<file path="config.mk">
export PLATFORM = sky130hd
export DESIGN_NAME = pin_function_select
export DESIGN_NICKNAME = d
export VERILOG_FILES = /design/src/include/pin_function_pkg.sv /design/src/core/pin_function_select.sv
export SDC_FILE = /design/constraint.sdc
export NUM_CORES = 1
export LEC_CHECK = 0
export BUFFER_PORTS_ARGS = -buffer_cell sky130_fd_sc_hd__buf_2
export CAP_MARGIN = 20
export CORE_ASPECT_RATIO = 0.9
export CORE_MARGIN = 3
export CORE_UTILIZATION = 25
export DETAILED_ROUTE_END_ITERATION = 7
export GPL_TIMING_DRIVEN = 0
export HOLD_SLACK_MARGIN = 0.05
export PLACE_DENSITY_LB_ADDON = 0.25
export REMOVE_ABC_BUFFERS = 1
export SYNTH_ARGS = -nofsm -noshare
export SYNTH_HDL_FRONTEND = slang
export SYNTH_SLANG_ARGS = --single-unit
</file>
<file path="constraint.sdc">
create_clock -name MCLK -period 2.85 [get_ports MCLK]
set_input_delay 0.855 -clock MCLK [delete_from_list [all_inputs] [get_ports MCLK]]
set_output_delay 0.855 -clock MCLK [all_outputs]
set_load 0.02 [all_outputs]
</file>
<file path="src/include/pin_function_pkg.sv">
package pin_function_pkg;
    // register indices; byte address is four times the index
    localparam logic [7:0] IDX_PIN1_SELECT = 8'h39;
    localparam logic [7:0] IDX_PIN2_SELECT = 8'h3A;
    localparam logic [7:0] IDX_PIN3_SELECT = 8'h3B;
    localparam logic [7:0] IDX_PIN4_SELECT = 8'h3C;
    localparam logic [7:0] IDX_PIN_LEVEL = 8'h40;
    // reset values
    localparam logic [7:0] RST_PIN1_SELECT = 8'h10;
    localparam logic [7:0] RST_PIN2_SELECT = 8'h00;
    localparam logic [7:0] RST_PIN3_SELECT = 8'h00;
    localparam logic [7:0] RST_PIN4_SELECT = 8'h00;
    // function field position
    localparam int ROLE_LSB = 0;
    localparam int ROLE_MSB = 4;
    // role codes
    localparam logic [4:0] CODE_PRIMARY = 5'h00;
    localparam logic [4:0] CODE_MUTE_ADC0 = 5'h01;
    localparam logic [4:0] CODE_MUTE_ADC1 = 5'h02;
    localparam logic [4:0] CODE_MUTE_ADC2 = 5'h03;
    localparam logic [4:0] CODE_MUTE_ADC3 = 5'h04;
    localparam logic [4:0] CODE_MUTE_ADC01 = 5'h05;
    localparam logic [4:0] CODE_MUTE_ADC23 = 5'h06;
    localparam logic [4:0] CODE_MUTE_ADC_ALL = 5'h07;
    localparam logic [4:0] CODE_MUTE_DAC0 = 5'h08;
    localparam logic [4:0] CODE_MUTE_DAC1 = 5'h09;
    localparam logic [4:0] CODE_MUTE_DAC_ALL = 5'h0A;
    localparam logic [4:0] CODE_BANK_SWITCH = 5'h0B;
    localparam logic [4:0] CODE_COMPRESS = 5'h0E;
    localparam logic [4:0] CODE_BYPASS = 5'h0F;
    localparam logic [4:0] CODE_VOL_UP = 5'h10;
    localparam logic [4:0] CODE_VOL_DOWN = 5'h11;
    localparam logic [4:0] CODE_PDM_OUT = 5'h12;
    // action vector layout
    localparam int ACT_WIDTH = 11;
    localparam int ACT_ADC_LSB = 0;
    localparam int ACT_DAC_LSB = 4;
    localparam int ACT_BANK = 6;
    localparam int ACT_COMPRESS = 7;
    localparam int ACT_BYPASS = 8;
    localparam int ACT_VOL_UP = 9;
    localparam int ACT_VOL_DOWN = 10;
    // bus encodings
    localparam logic [1:0] HTRANS_NONSEQ = 2'h2;
    localparam logic HRESP_OKAY = 1'h0;
endpackage : pin_function_pkg

</file>
<file path="src/core/pin_function_select.sv">
`timescale 1ns/1ps
`default_nettype none

// Behaviour
// - first pin field is bits 4..0; code zero drives serial output 0.
// - first pin field resets to volume-up code, acting as volume-up button.
// - first pin with PDM code drives the modulator output; other pins lack it.
// - second pin field resets to zero; zero carries bit clock, others control.
// - third pin field resets to zero; zero carries frame clock, others control.
// - fourth pin field resets to zero; zero is digital mic 0/1 input.
// - any pin with bypass code requests DSP core bypass by its level.
// - any pin with up or down code acts as volume up or down button.
module pin_function_select (
    input wire logic MCLK,
    input wire logic RESET,
    input wire logic CE,
    input wire logic HSEL,
    input wire logic [31:0] HADDR,
    input wire logic [1:0] HTRANS,
    input wire logic HWRITE,
    input wire logic [2:0] HSIZE,
    input wire logic [31:0] HWDATA,
    input wire logic HREADY,
    output logic [31:0] HRDATA,
    output logic HREADYOUT,
    output logic HRESP,
    input wire logic SERIAL_OUT0_PDM_PIN_IN,
    output logic SERIAL_OUT0_PDM_PIN_OUT,
    output logic SERIAL_OUT0_PDM_PIN_OE,
    input wire logic BIT_CLOCK_PIN_IN,
    output logic BIT_CLOCK_PIN_OUT,
    output logic BIT_CLOCK_PIN_OE,
    input wire logic FRAME_CLOCK_PIN_IN,
    output logic FRAME_CLOCK_PIN_OUT,
    output logic FRAME_CLOCK_PIN_OE,
    input wire logic DIGITAL_MIC01_PIN_IN,
    output logic DIGITAL_MIC01_PIN_OUT,
    output logic DIGITAL_MIC01_PIN_OE,
    input wire logic SERIAL_OUT0_DATA,
    input wire logic PULSE_DENSITY_OUT,
    input wire logic BIT_CLOCK_DRIVE,
    input wire logic BIT_CLOCK_SOURCE,
    input wire logic FRAME_CLOCK_DRIVE,
    input wire logic FRAME_CLOCK_SOURCE,
    output logic BIT_CLOCK_SEEN,
    output logic FRAME_CLOCK_SEEN,
    output logic MIC01_DATA,
    output logic [3:0] MUTE_ADC,
    output logic [1:0] MUTE_DAC,
    output logic BANK_SWITCH,
    output logic COMPRESS_EN,
    output logic DSP_BYPASS,
    output logic VOL_UP,
    output logic VOL_DOWN
);

    // map a role code and pin level onto the control action vector
    function automatic logic [pin_function_pkg::ACT_WIDTH-1:0] role_action(
        input logic [4:0] code,
        input logic level
    );
        logic [pin_function_pkg::ACT_WIDTH-1:0] act;
        act = '0;
        case (code)
            pin_function_pkg::CODE_MUTE_ADC0: act[pin_function_pkg::ACT_ADC_LSB + 0] = level;
            pin_function_pkg::CODE_MUTE_ADC1: act[pin_function_pkg::ACT_ADC_LSB + 1] = level;
            pin_function_pkg::CODE_MUTE_ADC2: act[pin_function_pkg::ACT_ADC_LSB + 2] = level;
            pin_function_pkg::CODE_MUTE_ADC3: act[pin_function_pkg::ACT_ADC_LSB + 3] = level;
            pin_function_pkg::CODE_MUTE_ADC01: act[pin_function_pkg::ACT_ADC_LSB +: 2] = {2{level}};
            pin_function_pkg::CODE_MUTE_ADC23: act[pin_function_pkg::ACT_ADC_LSB + 2 +: 2] = {2{level}};
            pin_function_pkg::CODE_MUTE_ADC_ALL: act[pin_function_pkg::ACT_ADC_LSB +: 4] = {4{level}};
            pin_function_pkg::CODE_MUTE_DAC0: act[pin_function_pkg::ACT_DAC_LSB + 0] = level;
            pin_function_pkg::CODE_MUTE_DAC1: act[pin_function_pkg::ACT_DAC_LSB + 1] = level;
            pin_function_pkg::CODE_MUTE_DAC_ALL: act[pin_function_pkg::ACT_DAC_LSB +: 2] = {2{level}};
            pin_function_pkg::CODE_BANK_SWITCH: act[pin_function_pkg::ACT_BANK] = level;
            pin_function_pkg::CODE_COMPRESS: act[pin_function_pkg::ACT_COMPRESS] = level;
            pin_function_pkg::CODE_BYPASS: act[pin_function_pkg::ACT_BYPASS] = level;
            pin_function_pkg::CODE_VOL_UP: act[pin_function_pkg::ACT_VOL_UP] = level;
            pin_function_pkg::CODE_VOL_DOWN: act[pin_function_pkg::ACT_VOL_DOWN] = level;
            default: act = '0;
        endcase
        return act;
    endfunction : role_action

    // selection registers and bus data-phase state
    logic [7:0] pin1_function_select;
    logic [7:0] pin2_function_select;
    logic [7:0] pin3_function_select;
    logic [7:0] pin4_function_select;
    logic [7:0] next_pin1_function_select;
    logic [7:0] next_pin2_function_select;
    logic [7:0] next_pin3_function_select;
    logic [7:0] next_pin4_function_select;
    logic wr_pending;
    logic next_wr_pending;
    logic [7:0] wr_index;
    logic [7:0] next_wr_index;
    logic [31:0] next_hrdata;
    logic addr_phase;
    logic addr_in_range;
    logic [7:0] addr_index;
    logic [3:0] pin_levels;

    // role codes, reserved upper bits dropped
    logic [4:0] pin1_role_code;
    logic [4:0] pin2_role_code;
    logic [4:0] pin3_role_code;
    logic [4:0] pin4_role_code;
    assign pin1_role_code = pin1_function_select[pin_function_pkg::ROLE_MSB:pin_function_pkg::ROLE_LSB];
    assign pin2_role_code = pin2_function_select[pin_function_pkg::ROLE_MSB:pin_function_pkg::ROLE_LSB];
    assign pin3_role_code = pin3_function_select[pin_function_pkg::ROLE_MSB:pin_function_pkg::ROLE_LSB];
    assign pin4_role_code = pin4_function_select[pin_function_pkg::ROLE_MSB:pin_function_pkg::ROLE_LSB];

    // address phase qualification and decode
    assign addr_phase = HSEL && HREADY && (HTRANS == pin_function_pkg::HTRANS_NONSEQ);
    assign addr_in_range = (HADDR[31:10] == 22'h000000) && (HADDR[1:0] == 2'h0);
    assign addr_index = HADDR[9:2];
    assign pin_levels = {DIGITAL_MIC01_PIN_IN, FRAME_CLOCK_PIN_IN, BIT_CLOCK_PIN_IN, SERIAL_OUT0_PDM_PIN_IN};

    // register writes in data phase, read data prepared in address phase
    always_comb begin
        logic [7:0] cur1;
        logic [7:0] cur2;
        logic [7:0] cur3;
        logic [7:0] cur4;
        cur1 = pin1_function_select;
        cur2 = pin2_function_select;
        cur3 = pin3_function_select;
        cur4 = pin4_function_select;
        if (wr_pending) begin
            case (wr_index)
                pin_function_pkg::IDX_PIN1_SELECT: cur1 = HWDATA[7:0];
                pin_function_pkg::IDX_PIN2_SELECT: cur2 = HWDATA[7:0];
                pin_function_pkg::IDX_PIN3_SELECT: cur3 = HWDATA[7:0];
                pin_function_pkg::IDX_PIN4_SELECT: cur4 = HWDATA[7:0];
                default: cur1 = pin1_function_select;
            endcase
        end
        next_pin1_function_select = cur1;
        next_pin2_function_select = cur2;
        next_pin3_function_select = cur3;
        next_pin4_function_select = cur4;
        next_wr_pending = addr_phase && HWRITE && addr_in_range;
        next_wr_index = addr_phase ? addr_index : wr_index;
        next_hrdata = HRDATA;
        if (addr_phase && !HWRITE) begin
            next_hrdata = 32'h00000000;
            if (addr_in_range) begin
                case (addr_index)
                    pin_function_pkg::IDX_PIN1_SELECT: next_hrdata = {24'h000000, cur1};
                    pin_function_pkg::IDX_PIN2_SELECT: next_hrdata = {24'h000000, cur2};
                    pin_function_pkg::IDX_PIN3_SELECT: next_hrdata = {24'h000000, cur3};
                    pin_function_pkg::IDX_PIN4_SELECT: next_hrdata = {24'h000000, cur4};
                    pin_function_pkg::IDX_PIN_LEVEL: next_hrdata = {28'h0000000, pin_levels};
                    default: next_hrdata = 32'h00000000;
                endcase
            end
        end
    end

    // register stage for bus and configuration
    always_ff @(posedge MCLK or posedge RESET) begin
        if (RESET) begin
            pin1_function_select <= pin_function_pkg::RST_PIN1_SELECT;
            pin2_function_select <= pin_function_pkg::RST_PIN2_SELECT;
            pin3_function_select <= pin_function_pkg::RST_PIN3_SELECT;
            pin4_function_select <= pin_function_pkg::RST_PIN4_SELECT;
            wr_pending <= 1'b0;
            wr_index <= 8'h00;
            HRDATA <= 32'h00000000;
            HREADYOUT <= 1'b1;
            HRESP <= pin_function_pkg::HRESP_OKAY;
        end else if (CE) begin
            pin1_function_select <= next_pin1_function_select;
            pin2_function_select <= next_pin2_function_select;
            pin3_function_select <= next_pin3_function_select;
            pin4_function_select <= next_pin4_function_select;
            wr_pending <= next_wr_pending;
            wr_index <= next_wr_index;
            HRDATA <= next_hrdata;
            HREADYOUT <= 1'b1; // zero wait states
            HRESP <= pin_function_pkg::HRESP_OKAY;
        end
    end

    // pin drive, primary-role inputs and merged control actions
    logic next_pin1_out;
    logic next_pin1_oe;
    logic next_pin2_out;
    logic next_pin2_oe;
    logic next_pin3_out;
    logic next_pin3_oe;
    logic next_bit_clock_seen;
    logic next_frame_clock_seen;
    logic next_mic01_data;
    logic [pin_function_pkg::ACT_WIDTH-1:0] next_action;
    logic [pin_function_pkg::ACT_WIDTH-1:0] action;

    always_comb begin
        next_pin1_out = 1'b0;
        next_pin1_oe = 1'b0;
        if (pin1_role_code == pin_function_pkg::CODE_PRIMARY) begin
            next_pin1_out = SERIAL_OUT0_DATA;
            next_pin1_oe = 1'b1;
        end else if (pin1_role_code == pin_function_pkg::CODE_PDM_OUT) begin
            next_pin1_out = PULSE_DENSITY_OUT;
            next_pin1_oe = 1'b1;
        end
        next_pin2_oe = (pin2_role_code == pin_function_pkg::CODE_PRIMARY) && BIT_CLOCK_DRIVE;
        next_pin2_out = next_pin2_oe ? BIT_CLOCK_SOURCE : 1'b0;
        next_pin3_oe = (pin3_role_code == pin_function_pkg::CODE_PRIMARY) && FRAME_CLOCK_DRIVE;
        next_pin3_out = next_pin3_oe ? FRAME_CLOCK_SOURCE : 1'b0;
        next_bit_clock_seen = (pin2_role_code == pin_function_pkg::CODE_PRIMARY) ? BIT_CLOCK_PIN_IN : 1'b0;
        next_frame_clock_seen = (pin3_role_code == pin_function_pkg::CODE_PRIMARY) ? FRAME_CLOCK_PIN_IN : 1'b0;
        next_mic01_data = (pin4_role_code == pin_function_pkg::CODE_PRIMARY) ? DIGITAL_MIC01_PIN_IN : 1'b0;
        // the pdm code is not a control code, so pin 1 yields nothing then
        next_action = role_action(pin1_role_code, SERIAL_OUT0_PDM_PIN_IN)
                    | role_action(pin2_role_code, BIT_CLOCK_PIN_IN)
                    | role_action(pin3_role_code, FRAME_CLOCK_PIN_IN)
                    | role_action(pin4_role_code, DIGITAL_MIC01_PIN_IN);
    end

    // register stage for pin outputs and controls
    always_ff @(posedge MCLK or posedge RESET) begin
        if (RESET) begin
            SERIAL_OUT0_PDM_PIN_OUT <= 1'b0;
            SERIAL_OUT0_PDM_PIN_OE <= 1'b0;
            BIT_CLOCK_PIN_OUT <= 1'b0;
            BIT_CLOCK_PIN_OE <= 1'b0;
            FRAME_CLOCK_PIN_OUT <= 1'b0;
            FRAME_CLOCK_PIN_OE <= 1'b0;
            DIGITAL_MIC01_PIN_OUT <= 1'b0;
            DIGITAL_MIC01_PIN_OE <= 1'b0;
            BIT_CLOCK_SEEN <= 1'b0;
            FRAME_CLOCK_SEEN <= 1'b0;
            MIC01_DATA <= 1'b0;
            action <= '0;
        end else if (CE) begin
            SERIAL_OUT0_PDM_PIN_OUT <= next_pin1_out;
            SERIAL_OUT0_PDM_PIN_OE <= next_pin1_oe;
            BIT_CLOCK_PIN_OUT <= next_pin2_out;
            BIT_CLOCK_PIN_OE <= next_pin2_oe;
            FRAME_CLOCK_PIN_OUT <= next_pin3_out;
            FRAME_CLOCK_PIN_OE <= next_pin3_oe;
            DIGITAL_MIC01_PIN_OUT <= 1'b0; // microphone pin is input only
            DIGITAL_MIC01_PIN_OE <= 1'b0;
            BIT_CLOCK_SEEN <= next_bit_clock_seen;
            FRAME_CLOCK_SEEN <= next_frame_clock_seen;
            MIC01_DATA <= next_mic01_data;
            action <= next_action;
        end
    end

    // control outputs straight from the action register
    assign MUTE_ADC = action[pin_function_pkg::ACT_ADC_LSB +: 4];
    assign MUTE_DAC = action[pin_function_pkg::ACT_DAC_LSB +: 2];
    assign BANK_SWITCH = action[pin_function_pkg::ACT_BANK];
    assign COMPRESS_EN = action[pin_function_pkg::ACT_COMPRESS];
    assign DSP_BYPASS = action[pin_function_pkg::ACT_BYPASS];
    assign VOL_UP = action[pin_function_pkg::ACT_VOL_UP];
    assign VOL_DOWN = action[pin_function_pkg::ACT_VOL_DOWN];

endmodule : pin_function_select

`default_nettype wire

</file>
-- Word level (Yosys, flattened, before mapping)
Index checks and enable logic that the tools add are counted.
- bits in registers: 93
- input port bits: 85
- output and inout port bits: 56
- word-level logic and storage cells: 195
- equal/unequal tests: 71
- mux-type cells: 63
- bitwise operators: 3
- reductions and logical operators: 41
- operator list (kind ; count):
    $eq A5 B4 Y1 const B ; 24
    $eq A5 B3 Y1 const B ; 16
    $mux W8 ; 9
    $eq A8 B6 Y1 const B ; 8
    $mux W1 ; 53
    $reduce_or A3 Y1 ; 16
    $eq A5 B5 Y1 const B ; 9
    $eq A5 B2 Y1 const B ; 8
    $pmux W8 S5 ; 1
    $or A11 B11 Y11 ; 3
    $logic_not A22 Y1 ; 1
    $eq A5 B1 Y1 const B ; 4
    $logic_not A5 Y1 ; 4
    $reduce_or A2 Y1 ; 8
    $eq A8 B7 Y1 const B ; 1
    $logic_and A1 B1 Y1 ; 8
    $reduce_and A2 Y1 ; 2
    $eq A2 B2 Y1 const B ; 1
    $logic_not A2 Y1 ; 1
    $logic_not A1 Y1 ; 1

-- Logic depth before layout (Yosys ltp)
Gate-level depths: netlist (run 1).
- depth after elaboration: 6
- depth in mapped cells: 7
- gate-level depth less buffers: 6

-- Worst setup path after synthesis (run 1)
OpenSTA, ideal clock, no wires.
- path kind: input -> register
- from: input port HADDR[5]
- to: register HRDATA[0]
- data arrival time: 2.441 ns
- data required time: 2.773 ns
- path buffers: 0
- path slack: 0.332 ns
- library setup time: 0.077 ns
- stages: 5
- cell sequence: or4b_1 mux2_2 o21a_1 or4_4 o21ai_1
- longest elaborated chain between the ends: 3
- elaborated cells on any way between the ends: 7
- classes of those cells: eq/ne (5); mux (2)
- RTL lines (item ; line ; RTL):
    from (decl) ; pin_function_select.sv:18 ; input wire logic [31:0] HADDR,
    $eq A8 B7 Y1 / $eq A8 B6 Y1 (equally long branches) ; pin_function_select.sv:149 ; case (addr_index)
    $pmux W8 S5 * ; pin_function_select.sv:149 ;
    $mux W8 * ; pin_function_select.sv:148 ; if (addr_in_range) begin
    to (signal assigned) ; pin_function_select.sv:180 ; HRDATA <= next_hrdata;
    to (decl) ; pin_function_select.sv:24 ; output logic [31:0] HRDATA,
Every way passes the cells marked *; elsewhere a longest branch is shown, timed or not.
A chain may end at the register's enable or synchronous reset.

-- Worst setup path in the final report (run 1)
- from: input port CE
- to: register HRDATA[2]
- longest elaborated chain between the ends: 1
- RTL lines (item ; line ; RTL):
    from (decl) ; pin_function_select.sv:16 ; input wire logic CE,
    $reduce_and A2 Y1 (no source line) ; n/a ;
No other way between the ends.

==> flow_summary_export.csv, run 1 <==
group,metric,value,unit
critical_path,r2r_end,"HRDATA[1]$_DFFE_PP0P_",
placement,dp.cells,710,
placement,port_buffers,85,
global_route,grt_pass1_wl,19.1,mm
power_and_ir_drop,pwr-share-seq,42.2,%
logic_synthesis,synth_top_area_share,40.5,%
detailed_routing,drt_wl_total,12.2,mm
floorplan,fp.dieW,143,um
logic_synthesis,synth.distinct_cells,47,
logic_synthesis,yosysTopAreaCell,"dfrtp_1",
cts,tritoncts,"built",
power_and_ir_drop,netSwitchingFraction,25.3,%
critical_path,cp-end-kind,"flop",
critical_path,setup.worst_path.start_class,"input port",
timing,rsz0062_at_grt,"no",
cts,clock_latency,340,ps
critical_path,cp_top_family,"simple AND/OR/NAND/NOR gates",
timing,fin_skew,6.85,ps
detailed_routing,met2_length,5.78,mm
logic_synthesis,yosys_most_used_dff,"dfrtp_1",
cells_and_area,final_nets,613,
cts,clk_pin_slew,60,ps
global_route,grt_pass1_vias,3428,
detailed_routing,drt_iter0_markers,176,
timing,worstMarginPinSlew,906,ps
power_and_ir_drop,combPwrFrac,10.6,%
floorplan,coreArea,0.0163,mm^2
logic_synthesis,synth_area_leaders,"dfrtp_1, mux2_2, mux2i_1",
cells_and_area,fin_util,31.6,%
timing,slew_violations,0,
critical_path,crit_fanout,41,
flow_run,maxCapViolations,0,
power_and_ir_drop,p_clk_share,47.2,%
hold_path,hold_class,"flop to flop",
detailed_routing,viasPerCell,4.85,
detailed_routing,highest_layer,"met4",
timing,period_share,92.3,%
cts,cts_buffers,9,
logic_synthesis,ys_seq_elements,69,
critical_path,worst_path_max_delay_cell,"or4_4",
critical_path,path_cells,"buf_6 > nand3_1 > nor3b_2 > buf_2 > nand2b_1 > or4_4 > o21ai_1",
critical_path,crit_required,3120,ps
cts,cts_hold_buf,0,
timing,hold_viol,0,
logic_synthesis,syn_inst,438,
power_and_ir_drop,p_int,1.87,mW
logic_synthesis,avgSynthCellArea,9.60,um^2
logic_synthesis,ys_seq_area_share,41.1,%
critical_path,path_buf_inv,2,
critical_path,crit_arrival,2900,ps
global_route,overflow,0,
critical_path,timing.rr.start,"wr_index[6]$_DFFE_PP0P_",
cts,cts.sinks,69,
timing,finalSetupViolations,0,
cts,cts_max_level,3,
detailed_routing,antenna_left,0,
detailed_routing,via_count,3587,
cells_and_area,n_antenna_cell,0,
logic_synthesis,async_flop_share,100,%
power_and_ir_drop,power_density,486,mW/mm^2
detailed_routing,first_pass_iters,5,
timing,fmax,380,MHz
detailed_routing,drt-wirelength-per-cell,16.5,um
power_and_ir_drop,p_leak,2.17,nW
global_route,globalRouteTotalUtil,13.5,%
global_route,grt_start_max_net_pins,70,
placement,place.gp.congestion,0.841,
timing,fin_crit,2630,ps
logic_synthesis,synth_enable_flop_cells,0,
critical_path,endpoint,"HRDATA[2]$_DFFE_PP0P_",
detailed_routing,routed-wl-met3,657,um
logic_synthesis,yosys_warnings,0,
critical_path,startpoint,"CE",
cells_and_area,syn2layout_area_growth,22.5,%
critical_path,reg2regPathDepth,7,
floorplan,start_util,25.8,%
power_and_ir_drop,p_sw,0.634,mW
outcome,status,"finished, final reports clean",
detailed_routing,drc_errors,0,
critical_path,r2r_slack,330,ps
critical_path,critPathKind,"input port to flop",
critical_path,path_depth,7,
cts,clockBufferDepth,2,
floorplan,die_h,129,um
cells_and_area,finish.instance_area,0.00515,mm^2
detailed_routing,met1Wirelength,5.57,mm
global_route,antenna_found_initial,0,
timing,setup_tns,0,ps
floorplan,die-area,0.0184,mm^2
floorplan,rows,44,
critical_path,max_stage_delay,620,ps
placement,place_area,0.00471,mm^2
timing,slew_headroom,39.2,%
floorplan,top_level_ports,141,
placement,hpwl,8.82,mm
cells_and_area,stdcell_count,740,
power_and_ir_drop,vdd_ir_drop_max,0.220,mV
cells_and_area,drive_gt1_share,31.7,%
cts,cts_root_buf,"clkbuf_16",
logic_synthesis,synth_area,0.00421,mm^2
routing by layer:
| layer | vias up | global-route usage, % |
|---|---|---|
| met5 | - | 0 |
| met4 | 0 | 4.97 |
| met3 | 14 | 3.84 |
| met2 | 104 | 21.2 |
| met1 | 1743 | 17.8 |
| li1 | 1726 | - |
logic make-up (layout without fill, tap and decap cells):
kind of cell	after synthesis	in the layout	share of synthesized area, %
AND/OR/NAND/NOR	158	158	21.4
AO/OA/AOI/OAI	71	71	10.4
multiplexers	71	71	18.0
flip-flops	69	69	41.1
buffers and inverters	64	133	8.33
XOR/XNOR	3	3	0.625
other	2	28	0.179
Yosys cell counts (5+ instances only):
cell type and instances:
nand4_1 6, nor4_1 10, mux2i_1 34, o22ai_1 18, nor2_1 38, o211ai_1 5, nor2b_1 9, o21ai_1 8
nand2_1 29, nor3_2 6, nand3b_1 12, mux2_2 37, o21ai_0 13, nand2b_1 8, dfrtp_1 68, nor3_1 11
a31oi_1 9, buf_4 29, inv_1 16, nand3_1 11, a21oi_1 7, clkbuf_1 16
stage by stage:
stage	total power [mW]	hold WS, ps	worst slack [ps]
final	2.51	495	219
after global routing	2.62	519	97.3
after CTS	2.55	500	0.0531
after detailed placement	1.34	489	-668
after global placement	1.33	478	-1300
after floorplan	1.22	473	-75.4
worst register-to-register path, delay by kind of cell, from the launching register on:
family	cells	cell delay (ps)
AO/OA/AOI/OAI	3	610
buffers and inverters	1	240
flip-flops	1	370
multiplexers	1	190
AND/OR/NAND/NOR	2	990
how the worst min path moves through the flow:
stage                                                   start                                   to  cells past startpoint
after detailed placement                HRDATA[7]$_DFFE_PP0P_                HRDATA[7]$_DFFE_PP0P_                      2
after global placement                  HRDATA[7]$_DFFE_PP0P_                HRDATA[7]$_DFFE_PP0P_                      2
after floorplan                       wr_index[6]$_DFFE_PP0P_              wr_index[6]$_DFFE_PP0P_                      1
after global routing      pin4_function_select[7]$_DFFE_PP0P_  pin4_function_select[7]$_DFFE_PP0P_                      1
final                                   HRDATA[7]$_DFFE_PP0P_                HRDATA[7]$_DFFE_PP0P_                      2
after CTS                               HRDATA[7]$_DFFE_PP0P_                HRDATA[7]$_DFFE_PP0P_                      2
area by class of cell:
class                   count  area (um^2)
repair buffers            101          549
clock inverters             5         75.1
well taps                 207          259
fillers                  1702        11100
multi-input cells         331         2250
flip-flops and latches     69         1730
inverters                  16         62.6
clock buffers              11          233
placed cells by master (no fill, tap or decap), types with 3 or more instances in the layout:
master      n
buf_2      85
dfrtp_1    68
nor2_1     38
mux2_2     37
mux2i_1    34
nand2_1    29
conb_1     28
o22ai_1    18
inv_1      15
buf_4      15
o21ai_0    13
nand3b_1   12
nand3_1    11
nor3_1     11
nor4_1     10
nor2b_1     9
a31oi_1     9
clkbuf_16   9
nand2b_1    8
o21ai_1     8
a21oi_1     7
nand4_1     6
o211ai_1    5
nor3_2      4
a2111oi_0   3
xnor2_1     3
clkinv_2    3
power groups by stage:
stage / Clock, mW / Sequential (mW) / Combinational (mW)
finish: 1.18 / 1.06 / 0.265
floorplan: 0 / 1.09 / 0.135
CTS: 1.22 / 1.06 / 0.266
global route: 1.26 / 1.06 / 0.293
detailed placement: 0 / 1.07 / 0.261
global placement: 0 / 1.07 / 0.254
registers in the layout, indices dropped and copies added (netlist names):
| name | count |
|---|---|
| BIT_CLOCK_PIN_OE | 1 |
| BIT_CLOCK_PIN_OUT | 1 |
| BIT_CLOCK_SEEN | 1 |
| FRAME_CLOCK_PIN_OE | 1 |
| FRAME_CLOCK_PIN_OUT | 1 |
| FRAME_CLOCK_SEEN | 1 |
| HRDATA | 8 |
| MIC01_DATA | 1 |
| SERIAL_OUT0_PDM_PIN_OE | 1 |
| SERIAL_OUT0_PDM_PIN_OUT | 1 |
| action | 11 |
| pin1_function_select | 8 |
| pin2_function_select | 8 |
| pin3_function_select | 8 |
| pin4_function_select | 8 |
| wr_index | 8 |
| wr_pending | 1 |
timing repair:
item / 4_1_cts / 5_1_grt
hold endpoints to repair: 0 / 0
cloned: 0 / 0
setup endpoints to repair: 8 / 5
pin swaps: 3 / 1
gates resized for setup: 4 / 2
buffers inserted: 10 / 4
Note: power is estimated with default switching activity, not from simulation.
==> run 2: changes to the inputs <==
--- a/config.mk
+++ b/config.mk
@@ -9,7 +9,7 @@
 export CAP_MARGIN = 20
 export CORE_ASPECT_RATIO = 0.9
 export CORE_MARGIN = 3
-export CORE_UTILIZATION = 25
+export CORE_UTILIZATION = 40
 export DETAILED_ROUTE_END_ITERATION = 7
 export GPL_TIMING_DRIVEN = 0
 export HOLD_SLACK_MARGIN = 0.05
==> constraint.sdc (replaced) <==
create_clock -name MCLK -period 3.1 [get_ports MCLK]
set_input_delay 0.93 -clock MCLK [delete_from_list [all_inputs] [get_ports MCLK]]
set_output_delay 0.93 -clock MCLK [all_outputs]
set_load 0.02 [all_outputs]
==> run 2 against run 1 <==
First-iteration DRC count grew 58%. Clock power shrank 14%. Sequential share of layout area grew 1.1 points. Final area shrank 3.1%.
==> flow_summary_export.csv, run 2 (same netlist as run 1, synthesis figures left out) <==
group,metric,value,unit
cts,clk_pin_slew,60,ps
global_route,grtUsageMet3,5.41,%
critical_path,cp-end-kind,"flop",
cells_and_area,regMostFlops,"action",
timing,finalSetupViolations,0,
critical_path,worst_path_max_delay_cell,"nand4bb_1",
cells_and_area,multi_input_area,0.00224,mm^2
detailed_routing,drt-wirelength-per-cell,17.2,um
detailed_routing,drc_errors,0,
critical_path,crit_fanout,8,
cells_and_area,finish.instance_area,0.00500,mm^2
timing,slew_headroom,34.8,%
power_and_ir_drop,p_clk_share,45.7,%
placement,dp_slack,-303,ps
global_route,globalRouteTotalUtil,19.6,%
timing,fin_ws,138,ps
cells_and_area,layout_commonest_cell,"buf_2",
critical_path,crit_arrival,3150,ps
power_and_ir_drop,p_sw,0.572,mW
global_route,globalRouteMet1Util,26.7,%
detailed_routing,first_pass_iters,5,
critical_path,setup.worst_path.start_class,"flop",
timing,fmax,338,MHz
floorplan,coreArea,0.00995,mm^2
placement,place_area,0.00460,mm^2
global_route,grt_use_met2,30.6,%
power_and_ir_drop,netSwitchingFraction,25.6,%
detailed_routing,via_count,3649,
power_and_ir_drop,power_density,447,mW/mm^2
power_and_ir_drop,p_leak,2.13,nW
cells_and_area,drive_gt1_share,30.8,%
global_route,antenna_found_initial,0,
floorplan,rows,34,
global_route,grt_pass1_wl,17.9,mm
timing,holdWs,491,ps
global_route,overflow,0,
cells_and_area,regArea,0.00173,mm^2
timing,worstMarginPinSlew,964,ps
cts,cts.sinks,69,
critical_path,r2r_slack,140,ps
cells_and_area,final_nets,609,
cts,cts_root_buf,"clkbuf_16",
critical_path,path_cells,"nand4bb_1 > nor4_4 > buf_4 > mux2i_1 > nor2_1 > a2111oi_0 > o21ai_1",
cells_and_area,syn2layout_area_growth,18.8,%
floorplan,die_h,103,um
timing,fin_crit,2960,ps
cts,cts_buffers,9,
detailed_routing,drt_iter0_markers,278,
detailed_routing,viasPerCell,5.57,
power_and_ir_drop,vdd_ir_drop_max,0.363,mV
timing,hold_viol,0,
cts,cts_hold_buf,0,
cells_and_area,mostFrequentLayoutCells,"buf_2, dfrtp_1, nor2_1",
timing,rsz0062_at_grt,"no",
timing,period_share,95.5,%
cells_and_area,largest_register_ffs,11,
placement,port_buffers,85,
floorplan,die-area,0.0118,mm^2
critical_path,critPathKind,"flop to flop",
global_route,grt_pass1_vias,3407,
floorplan,start_util,42.3,%
hold_path,hold_class,"flop to flop",
cells_and_area,fill_cells,936,
detailed_routing,antenna_left,0,
global_route,grt_start_max_net_pins,70,
cts,clock_latency,340,ps
outcome,status,"finished, final reports clean",
timing,slew_violations,0,
flow_run,maxCapViolations,0,
cts,cts_max_level,3,
detailed_routing,drt_wl_total,11.2,mm
timing,setup_tns,0,ps
floorplan,top_level_ports,141,
floorplan,fp.dieW,114,um
placement,place.gp.congestion,0.900,
timing,fin_skew,6.70,ps
global_route,grt_busiest_layer,"met2",
cts,clockBufferDepth,2,
power_and_ir_drop,p_int,1.66,mW
power_and_ir_drop,combPwrFrac,10.7,%
placement,hpwl,7.82,mm
power_and_ir_drop,pwr-share-seq,43.6,%
critical_path,max_stage_delay,640,ps
cts,tritoncts,"built",
critical_path,crit_required,3290,ps
cells_and_area,n_antenna_cell,0,
-- run 2: path summary, 6_finish.rpt --
path,startpoint,endpoint,cells past startpoint
worst max-delay path,wr_index[6]$_DFFE_PP0P_,HRDATA[3]$_DFFE_PP0P_,7
worst min register to register,HRDATA[4]$_DFFE_PP0P_,HRDATA[4]$_DFFE_PP0P_,2
worst min-delay path,HRDATA[4]$_DFFE_PP0P_,HRDATA[4]$_DFFE_PP0P_,2
worst max register to register,wr_index[6]$_DFFE_PP0P_,HRDATA[3]$_DFFE_PP0P_,7
min in group asynchronous,RESET,BIT_CLOCK_PIN_OUT$_DFFE_PP0P_,2
max in group asynchronous,RESET,action[5]$_DFFE_PP0P_,2
-- run 2: timing repair --
item	in CTS	in global routing
gates cloned	0	0
resized for setup	2	2
setup buffers	6	4
pin swaps	3	1
endpoints found under the setup margin	2	8
-- run 2: per-layer routing --
metal  wire, um  vias to the layer above
met4        228                        0
met1       4950                     1747
met3       1050                       20
li1           -                     1713
met2       5010                      169
met5          0                        -
-- run 2: area by class of cell --
cell class	count	area share, %
well taps	126	3.15
clock buffers	12	4.93
flip-flops and latches	69	34.6
repair buffers	97	10.3
inverters	16	1.25
multi-input cells	331	44.8
clock inverters	4	0.951
-- run 2: worst max-delay path: cells and delay by family, from the launching register on --
family	cells	cell delay [ps]
compound gates	2	720
mux	1	200
flops	1	380
simple gates	3	1240
buf+inv	1	270
-- run 2: stage by stage --
stage | power, mW | utilization, % | cells
4_1_cts | 2.26 | 49.8 | 650
6_report | 2.23 | 50.2 | 655
2_1_floorplan | 1.12 | - | 416
5_1_grt | 2.33 | 50.2 | 655
3_5_place_dp | 1.22 | 46.3 | 628
3_3_place_gp | 1.22 | 46.2 | 627
-- run 2: power groups by stage --
stage          Sequential [mW]  Combinational [mW]  Clock (mW)
2_1_floorplan             1.00               0.124           0
3_3_place_gp             0.987               0.230           0
3_5_place_dp             0.988               0.237           0
4_1_cts                  0.972               0.241        1.05
5_1_grt                  0.977               0.266        1.09
6_report                 0.974               0.239        1.02
==> run 3: changes to the inputs <==
--- a/config.mk
+++ b/config.mk
@@ -5,11 +5,12 @@
 export SDC_FILE = /design/constraint.sdc
 export NUM_CORES = 1
 export LEC_CHECK = 0
-export BUFFER_PORTS_ARGS = -buffer_cell sky130_fd_sc_hd__buf_2
+export BUFFER_PORTS_ARGS = -buffer_cell sky130_fd_sc_hd__clkbuf_2
 export CAP_MARGIN = 20
 export CORE_ASPECT_RATIO = 0.9
 export CORE_MARGIN = 3
-export CORE_UTILIZATION = 40
+export CORE_UTILIZATION = 55
+export CTS_CLUSTER_SIZE = 25
 export DETAILED_ROUTE_END_ITERATION = 7
 export GPL_TIMING_DRIVEN = 0
 export HOLD_SLACK_MARGIN = 0.05
==> run 3 against run 2 <==
Via count up 2.5%. Cell count down 4.7%. Die area down 26%. Non-clock buffer count up 2. Clock skew down 1.4 ps. Register-to-register slack better by 40 ps. Worst setup slack better by 39 ps. Hold slack better by 0.69 ps. Core utilization up 17 points. Sequential share of layout area up 0.85 points. Largest cell class unchanged. Highest routed layer unchanged.
==> flow_summary_export.csv, run 3 (same netlist as run 1, synthesis figures left out) <==
group,metric,value,unit
critical_path,path_depth,6,
detailed_routing,first_pass_iters,5,
timing,finalSetupViolations,0,
power_and_ir_drop,p_leak,2.10,nW
timing,hold_viol,0,
timing,period_share,94.3,%
floorplan,die-area,0.00874,mm^2
timing,fin_ws,178,ps
cells_and_area,syn2layout_area_growth,15.9,%
global_route,grt_start_max_net_pins,70,
cts,cts_hold_buf,0,
detailed_routing,viasPerCell,6.00,
floorplan,coreArea,0.00722,mm^2
cells_and_area,fin_util,67.5,%
critical_path,worst_path_max_delay_cell,"nor3_4",
timing,slew_headroom,26.6,%
global_route,grt_pass1_vias,3362,
critical_path,crit_arrival,3140,ps
placement,port_buffers,85,
critical_path,reg2regPathDepth,6,
global_route,antenna_found_initial,0,
critical_path,setup.worst_path.start_class,"flop",
floorplan,rows,29,
cells_and_area,regMostFlops,"action",
cells_and_area,fill_cells,570,
detailed_routing,drt_iter0_markers,327,
power_and_ir_drop,power_density,393,mW/mm^2
global_route,globalRouteTotalUtil,24.7,%
critical_path,path_cells,"nand4bb_1 > nor3_4 > mux2i_1 > nor2_1 > a2111oi_0 > o21ai_1",
critical_path,path_buf_inv,0,
global_route,overflow,0,
critical_path,r2r_slack,180,ps
cells_and_area,largest_register_ffs,11,
floorplan,top_level_ports,141,
detailed_routing,drc_errors,0,
cells_and_area,mostFrequentLayoutCells,"clkbuf_2, dfrtp_1, nor2_1",
timing,fmax,342,MHz
cells_and_area,drive_gt1_share,31.1,%
timing,fin_skew,5.27,ps
detailed_routing,antenna_left,0,
timing,rsz0062_at_grt,"no",
floorplan,fp.dieW,98.2,um
cells_and_area,final_nets,611,
flow_run,maxCapViolations,0,
detailed_routing,drt_wl_total,11.0,mm
cts,clockBufferDepth,2,
cts,cts_buffers,9,
critical_path,max_stage_delay,730,ps
cells_and_area,layout_commonest_cell,"clkbuf_2",
timing,worstMarginPinSlew,1090,ps
detailed_routing,drt-wirelength-per-cell,17.6,um
critical_path,critPathKind,"flop to flop",
cts,tritoncts,"built",
critical_path,cp_top_family,"simple AND/OR/NAND/NOR gates",
floorplan,die_h,89.0,um
placement,hpwl,7.70,mm
power_and_ir_drop,vdd_ir_drop_max,0.280,mV
cts,cts_root_buf,"clkbuf_8",
cts,cts_max_level,3,
hold_path,hold_class,"flop to flop",
cells_and_area,n_antenna_cell,0,
timing,holdWs,492,ps
timing,setup_tns,0,ps
outcome,status,"finished, final reports clean",
cts,clk_pin_slew,70,ps
placement,dp_slack,-603,ps
timing,slew_violations,0,
detailed_routing,via_count,3741,
placement,place.gp.congestion,0.875,
timing,fin_crit,2920,ps
critical_path,cp-end-kind,"flop",
hold_path,min_path_cells,2,
critical_path,crit_fanout,8,
floorplan,start_util,58.3,%
cts,cts.sinks,69,
cts,clock_latency,360,ps
global_route,grt_pass1_wl,16.9,mm
critical_path,crit_required,3320,ps
-- run 3: cell count changes in the layout (fill, tap and decap cells not counted), sizes merged --
cell	delta
clkinvlp	-1
buf	-81
clkbuf	+83
clkinv	+1
-- run 3: layer usage --
metal  vias to the layer above  routed length [um]  global-route usage [%]
met4                         0                 167                    6.70
met1                      1791                4590                    32.6
met3                        24                1110                    6.71
li1                       1716                   -                       -
met5                         -                   0                       0
met2                       210                5120                    41.2
-- run 3: repair_timing --
| action | 4_1_cts | 5_1_grt |
|---|---|---|
| setup endpoints to repair | 8 | 4 |
| buffers inserted | 0 | 13 |
| resized for setup | 2 | 3 |
| pin swaps | 0 | 3 |
-- run 3: worst paths after layout --
check | from | to
setup reg to reg | wr_index[6]$_DFFE_PP0P_ | HRDATA[1]$_DFFE_PP0P_
min in group asynchronous | RESET | wr_index[4]$_DFFE_PP0P_
setup / recovery | wr_index[6]$_DFFE_PP0P_ | HRDATA[1]$_DFFE_PP0P_
max in group asynchronous | RESET | pin4_function_select[1]$_DFFE_PP0P_
hold reg to reg | HRDATA[7]$_DFFE_PP0P_ | HRDATA[7]$_DFFE_PP0P_
hold / removal | HRDATA[7]$_DFFE_PP0P_ | HRDATA[7]$_DFFE_PP0P_
-- run 3: metrics by stage --
step	std cells	power [mW]	area, um^2
after floorplan	416	1.12	4010
after global placement	594	1.21	4560
after detailed placement	595	1.22	4560
after CTS	611	1.93	4750
after global routing	624	1.99	4880
final	624	1.92	4880
-- run 3: area by class of cell --
type                    instances  area (um^2)  area share, %
multi-input cells             331         2240           46.0
flip-flops and latches         69         1730           35.4
repair buffers                 99          543           11.1
clock buffers                  12          135           2.77
well taps                      93          116           2.39
inverters                      16         62.6           1.28
clock inverters                 4         48.8           1.00
-- run 3: report_power, final --
part	switching, mW	internal [mW]	leakage, nW
registers	0.0337	0.939	0.910
clock network	0.334	0.371	0.0943
logic	0.160	0.0803	1.09
total	0.528	1.39	2.10
-- run 3: tightest hold or removal path: cells and delay by family, from the launching register on --
kind | cells | cell delay [ps]
AOI/OAI and AO/OA | 1 | 60
DFF | 1 | 340
and+or+nand+nor | 1 | 50
